## src/common/btu_pkg.sv

```systemverilog
package btu_pkg;

  // ---------------------------------------------------------------
  // Timing
  // ---------------------------------------------------------------
  localparam int CLK_PERIOD_NS = 100;
  localparam int LONG_OP_NS = 2000;
  localparam int SHORT_OP_NS = 1000;
  // Least times, so round up to whole cycles
  localparam int LONG_OP_CYC = (LONG_OP_NS + CLK_PERIOD_NS - 1) /
                               CLK_PERIOD_NS;
  localparam int SHORT_OP_CYC = (SHORT_OP_NS + CLK_PERIOD_NS - 1) /
                                CLK_PERIOD_NS;
  localparam int CNT_W = 5;

  // ---------------------------------------------------------------
  // Opcode encodings
  // ---------------------------------------------------------------
  localparam logic [7:0] OP_NOP = 8'h00;
  localparam logic [7:0] OP_SHORT_JUMP = 8'h01;
  localparam logic [7:0] OP_LONG_JUMP = 8'h02;
  localparam logic [7:0] OP_INDEXED_JUMP = 8'h03;
  localparam logic [7:0] OP_LONG_CALL = 8'h04;
  localparam logic [7:0] OP_SUB_RETURN = 8'h05;
  localparam logic [7:0] OP_INT_RETURN = 8'h06;
  localparam logic [7:0] OP_JUMP_ZERO = 8'h07;
  localparam logic [7:0] OP_JUMP_NONZERO = 8'h08;
  localparam logic [7:0] OP_DEC_BR_DIR = 8'h09;
  localparam logic [7:0] OP_DEC_BR_REG = 8'h0a;
  localparam logic [7:0] OP_CMP_ACC_DIR = 8'h0b;
  localparam logic [7:0] OP_CMP_ACC_IMM = 8'h0c;
  localparam logic [7:0] OP_CMP_IND_IMM = 8'h0d;
  localparam logic [7:0] OP_CMP_REG_IMM = 8'h0e;
  // Page forms: opcode bits 7..5 carry destination bits 10..8
  localparam logic [4:0] PAGE_JUMP_LOW = 5'h1e;
  localparam logic [4:0] PAGE_CALL_LOW = 5'h1f;

  // ---------------------------------------------------------------
  // Field layout and reset values
  // ---------------------------------------------------------------
  localparam int PAGE_LSB = 11;
  localparam logic [15:0] PC_RESET = 16'h0000;
  localparam logic [1:0] LEN_ONE = 2'h1;
  localparam logic [1:0] LEN_TWO = 2'h2;
  localparam logic [1:0] LEN_THREE = 2'h3;

  typedef enum logic [1:0] {
    BTU_IDLE = 2'b00,
    BTU_EXEC = 2'b01
  } btu_state_t;

endpackage

```

## src/hdl/btu_rel_add.sv

```systemverilog
`timescale 1ns/10ps
`default_nettype none

// Adds a signed 8-bit offset to a 16-bit address, wrapping at 64K
module btu_rel_add (
  input wire logic [15:0] base_in,
  input wire logic [7:0] offset_in,
  output logic [15:0] sum_out
);

  // Sign extension makes the byte act as -128..+127
  assign sum_out = base_in + {{8{offset_in[7]}}, offset_in};

endmodule

`default_nettype wire

```

## src/hdl/btu_branch_unit.sv

```systemverilog
// Function
// - Relative offset is a signed byte added to the program counter.
// - Relative reach -128..+127 from the byte after the instruction.
// - Jumps, calls and returns take 2 us; no-operation takes 1 us.
// - Short jump is two bytes: opcode plus relative offset.
// - Long jump is three bytes with a 16-bit absolute destination.
// - Page jump is two bytes; opcode holds 3 of the 11 bits.
// - Page jump replaces low 11 counter bits, keeps the high 5.
// - Indexed jump goes to data pointer plus accumulator.
// - Long call takes 16-bit address; page call uses 11-bit format.
// - Subroutine return resumes after the call that entered it.
// - Interrupt return also signals interrupt end when one is active.
// - All conditional jumps use a relative offset destination.
// - Zero tests look at the accumulator directly, no flag.
// - Decrement-and-branch decrements, branches if result not zero.
// - Compare-and-branch branches only when its two bytes differ.
// - Compare is unsigned; carry set when first below second.
`timescale 1ns/10ps
`default_nettype none

module btu_branch_unit
  import btu_pkg::*;
(
  input wire logic clk_in,
  input wire logic rst_in,
  input wire logic start_in,
  input wire logic [15:0] pc_in,
  input wire logic [7:0] opcode_in,
  input wire logic [7:0] byte1_in,
  input wire logic [7:0] byte2_in,
  input wire logic [7:0] acc_in,
  input wire logic [15:0] data_pointer_in,
  input wire logic [7:0] opnd_in,
  input wire logic [15:0] ret_addr_in,
  input wire logic irq_active_in,
  output logic busy_out,
  output logic done_out,
  output logic [15:0] pc_out,
  output logic taken_out,
  output logic push_out,
  output logic [15:0] push_addr_out,
  output logic pop_out,
  output logic irq_done_out,
  output logic dec_wr_out,
  output logic [7:0] dec_value_out,
  output logic carry_wr_out,
  output logic carry_out
);

  // -----------------------------------------------------------------
  // Decode
  // -----------------------------------------------------------------
  logic [1:0] len;
  logic is_long, rel_br, abs_go, idx_go, page_go, ret_go, is_interrupt_return;
  logic do_push, do_dec, do_cmp, use_b2, cond;
  logic [7:0] cmp_a, cmp_b, dec_val, rel_byte;
  logic [15:0] pc_after, rel_sum, target;

  // Length, operand routing and condition for the presented opcode
  always_comb begin
    len = LEN_ONE;
    is_long = 1'b1;
    rel_br = 1'b0;
    abs_go = 1'b0;
    idx_go = 1'b0;
    page_go = 1'b0;
    ret_go = 1'b0;
    is_interrupt_return = 1'b0;
    do_push = 1'b0;
    do_dec = 1'b0;
    do_cmp = 1'b0;
    use_b2 = 1'b0;
    cond = 1'b0;
    cmp_a = acc_in;
    cmp_b = byte1_in;
    dec_val = opnd_in - 8'h01;
    case (opcode_in)
      OP_NOP: begin
        is_long = 1'b0;
      end
      OP_SHORT_JUMP: begin
        len = LEN_TWO;
        rel_br = 1'b1;
        cond = 1'b1;
      end
      OP_LONG_JUMP: begin
        len = LEN_THREE;
        abs_go = 1'b1;
      end
      OP_INDEXED_JUMP: begin
        idx_go = 1'b1;
      end
      OP_LONG_CALL: begin
        len = LEN_THREE;
        abs_go = 1'b1;
        do_push = 1'b1;
      end
      OP_SUB_RETURN: begin
        ret_go = 1'b1;
      end
      OP_INT_RETURN: begin
        ret_go = 1'b1;
        is_interrupt_return = 1'b1;
      end
      OP_JUMP_ZERO: begin
        len = LEN_TWO;
        rel_br = 1'b1;
        cond = (acc_in == 8'h00);
      end
      OP_JUMP_NONZERO: begin
        len = LEN_TWO;
        rel_br = 1'b1;
        cond = (acc_in != 8'h00);
      end
      OP_DEC_BR_DIR: begin
        len = LEN_THREE;
        rel_br = 1'b1;
        use_b2 = 1'b1;
        do_dec = 1'b1;
        cond = (dec_val != 8'h00);
      end
      OP_DEC_BR_REG: begin
        len = LEN_TWO;
        rel_br = 1'b1;
        do_dec = 1'b1;
        cond = (dec_val != 8'h00);
      end
      OP_CMP_ACC_DIR, OP_CMP_ACC_IMM,
      OP_CMP_IND_IMM, OP_CMP_REG_IMM: begin
        len = LEN_THREE;
        rel_br = 1'b1;
        use_b2 = 1'b1;
        do_cmp = 1'b1;
        if (opcode_in == OP_CMP_ACC_DIR) begin
          cmp_b = opnd_in;
        end else if (opcode_in != OP_CMP_ACC_IMM) begin
          cmp_a = opnd_in;
        end
        cond = (cmp_a != cmp_b);
      end
      default: begin
        // Page forms; anything unknown runs as a short no-operation
        if (opcode_in[4:0] == PAGE_JUMP_LOW) begin
          len = LEN_TWO;
          page_go = 1'b1;
        end else if (opcode_in[4:0] == PAGE_CALL_LOW) begin
          len = LEN_TWO;
          page_go = 1'b1;
          do_push = 1'b1;
        end else begin
          is_long = 1'b0;
        end
      end
    endcase
  end

  // Offset measured from the first byte after the instruction
  assign pc_after = pc_in + {14'h0000, len};
  assign rel_byte = use_b2 ? byte2_in : byte1_in;

  btu_rel_add u_rel_add (
    .base_in(pc_after),
    .offset_in(rel_byte),
    .sum_out(rel_sum)
  );

  // Destination selection
  always_comb begin
    if (rel_br && cond) begin
      target = rel_sum;
    end else if (abs_go) begin
      target = {byte1_in, byte2_in};
    end else if (idx_go) begin
      target = data_pointer_in + {8'h00, acc_in};
    end else if (page_go) begin
      // High 5 bits come from the address after the instruction
      target = {pc_after[15:PAGE_LSB], opcode_in[7:5], byte1_in};
    end else if (ret_go) begin
      target = ret_addr_in;
    end else begin
      target = pc_after;
    end
  end

  // -----------------------------------------------------------------
  // Sequencer and pending results
  // -----------------------------------------------------------------
  btu_state_t state, next_state;
  logic [CNT_W-1:0] cnt, next_cnt, last_cnt;
  logic take, commit;
  logic pend_long, next_pend_long;
  logic [15:0] pend_target, next_pend_target;
  logic [15:0] pend_link, next_pend_link;
  logic pend_taken, next_pend_taken;
  logic pend_push, next_pend_push;
  logic pend_pop, next_pend_pop;
  logic pend_irq, next_pend_irq;
  logic pend_dec, next_pend_dec;
  logic [7:0] pend_dec_val, next_pend_dec_val;
  logic pend_cmp, next_pend_cmp;
  logic pend_carry, next_pend_carry;

  assign busy_out = (state == BTU_EXEC);
  assign take = start_in && (state == BTU_IDLE);
  // Operands are caught at issue, so inputs may change while busy
  assign last_cnt = pend_long ? CNT_W'(LONG_OP_CYC - 1) :
                                CNT_W'(SHORT_OP_CYC - 1);
  assign commit = (state == BTU_EXEC) && (cnt == last_cnt);

  always_comb begin
    next_state = state;
    next_cnt = cnt;
    next_pend_long = pend_long;
    next_pend_target = pend_target;
    next_pend_link = pend_link;
    next_pend_taken = pend_taken;
    next_pend_push = pend_push;
    next_pend_pop = pend_pop;
    next_pend_irq = pend_irq;
    next_pend_dec = pend_dec;
    next_pend_dec_val = pend_dec_val;
    next_pend_cmp = pend_cmp;
    next_pend_carry = pend_carry;
    case (state)
      BTU_IDLE: begin
        if (take) begin
          next_state = BTU_EXEC;
          next_cnt = '0;
          next_pend_long = is_long;
          next_pend_target = target;
          next_pend_link = pc_after;
          next_pend_taken = (rel_br && cond) || abs_go || idx_go ||
                            page_go || ret_go;
          next_pend_push = do_push;
          next_pend_pop = ret_go;
          next_pend_irq = is_interrupt_return && irq_active_in;
          next_pend_dec = do_dec;
          next_pend_dec_val = dec_val;
          next_pend_cmp = do_cmp;
          next_pend_carry = (cmp_a < cmp_b);
        end
      end
      BTU_EXEC: begin
        if (commit) begin
          next_state = BTU_IDLE;
        end else begin
          next_cnt = cnt + CNT_W'(1);
        end
      end
      default: begin
        next_state = BTU_IDLE;
      end
    endcase
  end

  always_ff @(posedge clk_in or posedge rst_in) begin
    if (rst_in) begin
      state <= BTU_IDLE;
      cnt <= '0;
      pend_long <= 1'b0;
      pend_target <= PC_RESET;
      pend_link <= PC_RESET;
      pend_taken <= 1'b0;
      pend_push <= 1'b0;
      pend_pop <= 1'b0;
      pend_irq <= 1'b0;
      pend_dec <= 1'b0;
      pend_dec_val <= 8'h00;
      pend_cmp <= 1'b0;
      pend_carry <= 1'b0;
    end else begin
      state <= next_state;
      cnt <= next_cnt;
      pend_long <= next_pend_long;
      pend_target <= next_pend_target;
      pend_link <= next_pend_link;
      pend_taken <= next_pend_taken;
      pend_push <= next_pend_push;
      pend_pop <= next_pend_pop;
      pend_irq <= next_pend_irq;
      pend_dec <= next_pend_dec;
      pend_dec_val <= next_pend_dec_val;
      pend_cmp <= next_pend_cmp;
      pend_carry <= next_pend_carry;
    end
  end

  // -----------------------------------------------------------------
  // Outputs: all side effects land together at commit
  // -----------------------------------------------------------------
  logic [15:0] next_pc, next_push_addr;
  logic [7:0] next_dec_value;
  logic next_taken, next_carry;

  always_comb begin
    next_pc = commit ? pend_target : pc_out;
    next_taken = commit ? pend_taken : taken_out;
    next_push_addr = (commit && pend_push) ? pend_link : push_addr_out;
    next_dec_value = (commit && pend_dec) ? pend_dec_val : dec_value_out;
    next_carry = (commit && pend_cmp) ? pend_carry : carry_out;
  end

  always_ff @(posedge clk_in or posedge rst_in) begin
    if (rst_in) begin
      pc_out <= PC_RESET;
      done_out <= 1'b0;
      taken_out <= 1'b0;
      push_out <= 1'b0;
      push_addr_out <= PC_RESET;
      pop_out <= 1'b0;
      irq_done_out <= 1'b0;
      dec_wr_out <= 1'b0;
      dec_value_out <= 8'h00;
      carry_wr_out <= 1'b0;
      carry_out <= 1'b0;
    end else begin
      pc_out <= next_pc;
      done_out <= commit;
      taken_out <= next_taken;
      push_out <= commit && pend_push;
      push_addr_out <= next_push_addr;
      pop_out <= commit && pend_pop;
      irq_done_out <= commit && pend_irq;
      dec_wr_out <= commit && pend_dec;
      dec_value_out <= next_dec_value;
      carry_wr_out <= commit && pend_cmp;
      carry_out <= next_carry;
    end
  end

  logic [15:0] sext_b1, sext_b2, pc_plus2, pc_plus3, idx_sum;
  assign sext_b1 = {{8{byte1_in[7]}}, byte1_in};
  assign sext_b2 = {{8{byte2_in[7]}}, byte2_in};
  assign pc_plus2 = pc_in + 16'h0002;
  assign pc_plus3 = pc_in + 16'h0003;
  assign idx_sum = data_pointer_in + {8'h00, acc_in};
endmodule

`default_nettype wire

```

## config.mk

```make
export PLATFORM = sky130hd
export DESIGN_NAME = btu_branch_unit
export DESIGN_NICKNAME = d
export VERILOG_FILES = /design/src/common/btu_pkg.sv /design/src/hdl/btu_rel_add.sv /design/src/hdl/btu_branch_unit.sv
export SDC_FILE = /design/constraint.sdc
export NUM_CORES = 1
export LEC_CHECK = 0
export BUFFER_PORTS_ARGS = -buffer_cell sky130_fd_sc_hd__buf_2
export CAP_MARGIN = 25
export CORE_ASPECT_RATIO = 2
export CORE_MARGIN = 2
export CORE_UTILIZATION = 61
export DETAILED_ROUTE_END_ITERATION = 12
export PLACE_DENSITY = 0.87
export RECOVER_POWER = 100
export SETUP_SLACK_MARGIN = 0.05
export SYNTH_ARGS = -nofsm -noshare
export SYNTH_HDL_FRONTEND = slang
export SYNTH_SLANG_ARGS = --single-unit
```

## constraint.sdc

```tcl
create_clock -name clk_in -period 6.6 [get_ports clk_in]
set_input_delay 0.99 -clock clk_in [delete_from_list [all_inputs] [get_ports clk_in]]
set_output_delay 0.99 -clock clk_in [all_outputs]
set_load 0.02 [all_outputs]
```

==> out/qor.log, run 1 <==
[grt] aggregate global routing overflow 0
[clock_network] total number of clock tree sinks 102
[synth] number of flops mapped to enable cells by yosys 0
[synth] library cell occupying the most area in the post-synthesis netlist dfrtp_1
[grt] combined global-route utilization of all metal layers 0.348
[flow_run] count of max-cap constraint violations 3
[place] pre-CTS worst setup slack 1.35 ns
[clock_network] number of resized instances in the post-cts repair step 0
[pwr] Max VDD drop 0.277 mV
[synth] Mapped Area 7370 um2
[timing] summed negative setup slack over all endpoints 0 ns
[pwr] PwrDens 290 nW/um2
[setup_path] crit path cell chain clkbuf_1 > nor4_1 > clkbuf_1 > nand2_1 > o21ai_0 > ha_1 > a21oi_1 > nor3b_1 > xnor2_1 > inv_1 > ha_1 > a31oi_1 > o21ai_1 > a311oi_1 > a21oi_1 > xor2_1 > a221o_1
[pwr] Static Leakage 3.84 nW
[pwr] Tot Pwr 2.41 mW
[place] final weighted congestion of routability-driven global placement 0.996
[outcome] violations in the final reports capacitance limit, slew limit
[floorplanning] Std-Cell Rows 56
[drt] number of nets still failing antenna checks after routing 0
[clock_network] clock root buffer master clkbuf_16
[floorplanning] Die Span Y 159 um
[synth] fraction of the yosys area taken by sequential cells 0.346
[timing] share of the clock period used by the worst path 0.844
[clock_network] clock-pin slew reported for the worst setup and hold paths after clock tree synthesis 0.07 ns
[floorplanning] die outline width 81.7 um
[final_layout] Post-layout nets 1046
[clock_network] post-CTS setup buffers 0
[setup_path] family with the most delay on the worst path compound AO/OA/AOI/OAI gates
[setup_path] Largest stage delay, worst path 0.64 ns
[timing] final critical-path required period 5.57 ns
[setup_path] arrival time worst endpoint 5.79 ns
[synth] portion of netlist area occupied by mux cells 0.115
[timing] max-slew violation total from the final report 182
[synth] simple logic cell fraction of the synthesized area 0.167
[setup_path] required time at the worst-slack endpoint 6.82 ns
[drt] Total Wirelength 22.1 mm
[synth] area share of the largest cell type after synthesis 0.346
[floorplanning] Initial Util 0.626
[grt] via count of the first global-routing pass 6668
[synth] Area contributors post-synth dfrtp_1 35%, mux2_2 8.2%, ha_1 5.8%, xnor2_1 5.3%, nand2_1 4.8%
[pwr] internal power of the cells 1.51 mW
[synth] async set or reset register ratio after synthesis 1.00
[clock_network] post-cts hold buffer count 0
[setup_path] Buf+Inv Stages, Crit Path 3
[synth] post-synthesis sequential element count 102
[timing] RSZ-0062 raised after global routing false
[place] post-DP HPWL 17.0 mm
[final_layout] commonest cells after routing, fill and taps aside 102 x dfrtp_1, 94 x nand2_1, 89 x buf_2, 55 x clkbuf_1, 52 x nor2_1
[timing] highest clock frequency the design can meet 179 MHz
[pwr] Switching Share 0.374
[hold_path] Worst Hold Class reg -> reg
[synth] top flip-flop cell by instance count after synthesis dfrtp_1
[final_layout] Final Util 0.707
[floorplanning] core outline area 11800 um2
[setup_path] top fanout value on the critical path 13
[final_layout] most common cell after layout, fill and taps aside dfrtp_1
[synth] number of synthesis warnings 0
[final_layout] number of fillers in the final layout 976
[final_layout] register cell area after layout 2550 um2
[final_layout] layout cell share with drive strength beyond 1 0.190
[pwr] sequential cell fraction of total power 0.423
[clock_network] CTS tree yes
[clock_network] clock insertion delay at the later pin of the skew report 0.34 ns
[timing] worst-case headroom to the max-slew limit -1.06
[final_layout] P&R area growth vs syn 13.0%
[clock_network] TritonCTS Buffers 9
[clock_network] number of buffers on the longest clock path 2
[pwr] Switching Power 903 uW
[place] count of input and output buffers 140
[timing] transition time of the tightest slew-check pin 3.10 ns
[synth] Post-Synthesis Net Count 930
[drt] Avg WL per Cell 20.7 um
[pwr] clock group share of total power 0.224
[synth] adder-cell area share of the yosys netlist 0.0659
[setup_path] critical setup path kind in -> reg
[grt] largest net degree at the start of global routing 77
[pwr] combinational fraction of design power 0.353
[floorplanning] die footprint 13000 um2
[synth] average cell area after synthesis 9.20 um2
[setup_path] slowest stage cell on the critical path xnor2_1
[floorplanning] IO Pins 141
[timing] setup ws final 1.03 ns
[drt] via total after detailed routing 6702
[timing] Hold Fails Final Rpt 0
[synth] area fraction in compound gates after synthesis 0.179
[timing] worst hold slack across all endpoints 0.475 ns
[synth] number of distinct standard cells referenced by the synthesized netlist 79
[final_layout] area used by multi-input combinational logic 4490 um2
[grt] global-route wire length before repair 34.4 mm
[drt] ratio of routed vias to standard cells 6.28
[drt] remaining design rule violation count 0
[synth] number of instances in the synthesized netlist 801
[timing] Final setup viols 0
[drt] router iterations before antenna repair 5
[grt] number of antenna violations at the first check in global routing 1
[setup_path] critical path capture point type register
[synth] xor and xnor fraction of the mapped netlist area 0.0888
[timing] Setup Skew 0.00585 ns
[clock_network] deepest level of the CTS H-tree 3
[synth] combinational family with the most area after synthesis compound AO/OA/AOI/OAI gates
[drt] First DRT Iteration DRCs 477
[setup_path] crit start category input port
[outcome] run status complete, but fails checks
-- per-layer routing --
layer | vias up | part of all wire | global-route usage
met4 | 0 | 0.064 | 0.214
met5 | - | 0 | 0
met2 | 307 | 0.52 | 0.595
met3 | 90 | 0.050 | 0.0437
met1 | 3185 | 0.36 | 0.396
li1 | 3120 | - | -
-- tightest hold or removal path: stages, from the launching register on --
cell and delay [ns]:
dfrtp_1 0.34, nand2_1 0.05, nand2_1 0.05
-- cells in the mapped netlist, types with 10 or more instances --
library cell and count:
nor2_1 52, o21ai_0 46, xnor2_1 45, nand3_1 13, mux2_2 54, xor2_1 26, mux2i_1 19, dfrtp_1 102
a211oi_1 21, clkbuf_1 32, ha_1 34, nand4_1 12, nor2b_1 11, nand2_1 94, and3_1 10, inv_1 26
a21oi_1 32, nor3_1 17
-- final timing paths --
| kind | from | endpoint | slack, ns | cells past startpoint |
|---|---|---|---|---|
| max | opcode_in[4] | pend_target[14] | 1.03 | 17 |
| min | pend_link[3] | pend_link[3] | 0.48 | 2 |
| max reg2reg | state[0] | pend_target[15] | 2.78 | 4 |
| min reg2reg | pend_link[3] | pend_link[3] | 0.48 | 2 |
| max in group asynchronous | rst_in | pend_link[1] | 1.93 | 3 |
| min in group asynchronous | rst_in | dec_value_out[5] | 1.09 | 2 |
-- cell families (layout without fill, tap and decap cells) --
group / count (synthesis) / count (layout)
buf+inv: 71 / 191
xor+xnor: 73 / 73
simple gates: 248 / 248
compound gates: 194 / 194
flops: 102 / 102
mux: 76 / 76
other cells: 0 / 1
fa+ha+maj: 37 / 37
-- layout make-up --
cell class,instances,share of cell area
clock buffers,10,0.0287
multi-input cells,628,0.539
inverters,27,0.0123
repair buffers,149,0.0828
well taps,145,0.0218
flip-flops and latches,102,0.307
clock inverters,5,0.00812
diodes,1,0.000301
-- registers in the layout, indices dropped and copies added (netlist names) --
| register | count |
|---|---|
| pc_out | 16 |
| pend_link | 16 |
| pend_target | 16 |
| push_addr_out | 16 |
| dec_value_out | 8 |
| pend_dec_val | 8 |
| cnt | 5 |
| carry_out | 1 |
| carry_wr_out | 1 |
| dec_wr_out | 1 |
| done_out | 1 |
| irq_done_out | 1 |
| pend_carry | 1 |
| pend_cmp | 1 |
| pend_dec | 1 |
| pend_irq | 1 |
| pend_long | 1 |
| pend_pop | 1 |
| pend_push | 1 |
| pend_taken | 1 |
| pop_out | 1 |
| push_out | 1 |
| state | 1 |
| taken_out | 1 |
-- per-stage QoR --
stage,cell area (um2),instances
6_report,8330,1067
5_1_grt,8330,1067
4_1_cts,8460,1066
3_5_place_dp,8160,1051
3_3_place_gp,8160,1051
2_1_floorplan,7370,801
-- power groups by stage --
stage                     combinational [mW]  sequential (mW)  clock [mW]
after global routing                   0.942             1.05       0.568
after floorplan                        0.493             1.10           0
final                                  0.852             1.02       0.541
after detailed placement               0.873             1.02           0
after CTS                              0.886             1.02       0.544
after global placement                 0.843             1.00           0
(Power assumes the default switching activity.)
==> inputs of run 2 (changes only) <==
- CORE_UTILIZATION: 61 -> 51
- PLACE_DENSITY: 0.87 -> 0.77
- clock period: 6.6 -> 4.7 ns (I/O delays scaled with it)
==> out/qor.log, run 2 (synthesis gave the netlist of run 1 again) <==
[setup_path] launching point of the worst reg2reg path pend_long
[setup_path] number of cell instances on the worst register-to-register path 7
[clock_network] post-CTS setup buffers 0
[clock_network] post-cts hold buffer count 0
[pwr] Max VDD drop 0.160 mV
[final_layout] commonest cells after routing, fill and taps aside 102 x dfrtp_1, 94 x nand2_1, 90 x buf_2, 56 x clkbuf_1, 53 x mux2_2
[setup_path] end of the worst register-to-register path push_addr_out[12]
[timing] worst-case headroom to the max-slew limit -0.456
[setup_path] critical path capture point type register
[setup_path] required time at the worst-slack endpoint 4.93 ns
[grt] number of antenna violations at the first check in global routing 0
[timing] summed negative setup slack over all endpoints 0 ns
[final_layout] most common cell after layout, fill and taps aside dfrtp_1
[floorplanning] die outline width 89.0 um
[clock_network] number of resized instances in the post-cts repair step 0
[timing] Hold Fails Final Rpt 0
[final_layout] P&R area growth vs syn 17.1%
[setup_path] top fanout value on the critical path 11
[floorplanning] core outline area 14300 um2
[timing] RSZ-0062 raised after global routing false
[floorplanning] Die Span Y 174 um
[place] instance area at placement 8430 um2
[setup_path] critical setup path kind in -> reg
[drt] Avg WL per Cell 18.5 um
[grt] largest net degree at the start of global routing 53
[place] final weighted congestion of routability-driven global placement 0.970
[setup_path] crit start category input port
[drt] number of nets still failing antenna checks after routing 0
[clock_network] CTS tree yes
[final_layout] layout cell share with drive strength beyond 1 0.221
[setup_path] arrival time worst endpoint 4.64 ns
[drt] Total Wirelength 21.1 mm
[drt] ratio of routed vias to standard cells 5.82
[hold_path] Worst Hold Class reg -> reg
[pwr] PwrDens 391 nW/um2
[floorplanning] die footprint 15500 um2
[drt] router iterations before antenna repair 6
[timing] Setup Skew 0.0103 ns
[clock_network] deepest level of the CTS H-tree 3
[clock_network] clock-pin slew reported for the worst setup and hold paths after clock tree synthesis 0.07 ns
[drt] First DRT Iteration DRCs 515
[drt] remaining design rule violation count 0
[timing] share of the clock period used by the worst path 0.939
[outcome] run status complete, but fails checks
[clock_network] clock insertion delay at the later pin of the skew report 0.34 ns
[clock_network] total number of clock tree sinks 102
[clock_network] clock root buffer master clkbuf_16
[final_layout] final design instance area without fill 8630 um2
[clock_network] number of buffers on the longest clock path 2
[final_layout] Post-layout nets 1075
[outcome] violations in the final reports capacitance limit, slew limit
[grt] via count of the first global-routing pass 6537
[setup_path] beginning of the critical path opcode_in[4]
[timing] highest clock frequency the design can meet 227 MHz
[floorplanning] Initial Util 0.516
[timing] Final setup viols 0
[setup_path] worst setup path endpoint pend_target[14]
[clock_network] TritonCTS Buffers 9
[floorplanning] Std-Cell Rows 62
[grt] combined global-route utilization of all metal layers 0.282
[timing] final critical-path required period 4.41 ns
[final_layout] number of fillers in the final layout 1344
[timing] max-slew violation total from the final report 95
[final_layout] total inserted antenna cells 0
[setup_path] r2r setup slk 1.05 ns
[place] post-DP HPWL 17.1 mm
[grt] aggregate global routing overflow 0
[pwr] Static Leakage 3.99 nW
[timing] transition time of the tightest slew-check pin 2.17 ns
[drt] via total after detailed routing 6649
[floorplanning] IO Pins 141
[grt] global-route wire length before repair 33.7 mm
[place] count of input and output buffers 140
[flow_run] count of max-cap constraint violations 2
==> run 2: cell types whose count changed in the layout (fill, tap and decap cells not counted), moves of 2 or more <==
cell and delta:
mux2_2 +2, clkinvlp_4 -2, buf_4 +26, clkinv_4 +3, o21ai_1 +4, clkbuf_2 +2, o21ai_0 -3, mux2_1 -2
==> run 2: worst max-delay path: stages <==
cell and delay [ns]:
buf_2 0.14, nor4_4 0.32, buf_4 0.24, nand2_1 0.07, o21ai_0 0.18, clkbuf_1 0.21
fa_1 0.49, fa_1 0.47, a21o_1 0.20, a21o_1 0.18, and4_1 0.20, mux2i_2 0.18
a21oi_1 0.17, a311oi_2 0.29, a21oi_1 0.13, xor2_1 0.15, a221o_1 0.33
==> run 2: cell type report <==
cell class	count	area, um2	area share
inverter	27	103	0.0119
clock buffer	10	229	0.0265
timing repair buffer	178	900	0.104
multi-input combinational	628	4530	0.525
sequential	102	2550	0.296
tap	192	240	0.0278
clock inverter	6	78.8	0.00913
==> run 2: power by group <==
group	leakage, nW	internal, mW	switching (mW)
Combinational	2.53	0.496	0.711
Clock	0.151	0.423	0.332
Sequential	1.30	1.21	0.204
Total	3.99	2.13	1.25
==> run 2: metal layers <==
| metal | share of wire | GRT usage | wire [um] | vias up |
|---|---|---|---|---|
| met5 | 0 | 0 | 0 | - |
| met4 | 0.059 | 0.154 | 1260 | 0 |
| met3 | 0.050 | 0.0237 | 1060 | 59 |
| met2 | 0.52 | 0.484 | 11000 | 255 |
| met1 | 0.37 | 0.337 | 7830 | 3159 |
| li1 | - | - | - | 3176 |
==> run 2: worst min path at each step <==
| stage | start | to | cells after the start |
|---|---|---|---|
| after detailed placement | pend_link[0] | pend_link[0] | 2 |
| final | pend_link[0] | pend_link[0] | 2 |
| after floorplan | pend_cmp | pend_cmp | 2 |
| after global placement | pend_dec_val[0] | pend_dec_val[0] | 2 |
| after CTS | rst_in | dec_value_out[1] | 2 |
| after global routing | pend_dec | pend_dec | 2 |
==> run 2: per-stage QoR <==
step | instances | setup slack, ns | total power, mW | utilization | hold WS, ns
floorplan | 801 | 0.0552 | 2.23 | - | 0.442
global placement | 1127 | 0.124 | 2.62 | 0.591 | 0.457
detailed placement | 1127 | 0.0310 | 2.68 | 0.591 | 0.465
CTS | 1143 | 0.391 | 3.43 | 0.612 | 0.466
global route | 1143 | 0.101 | 3.60 | 0.605 | 0.513
finish | 1143 | 0.287 | 3.38 | 0.605 | 0.481
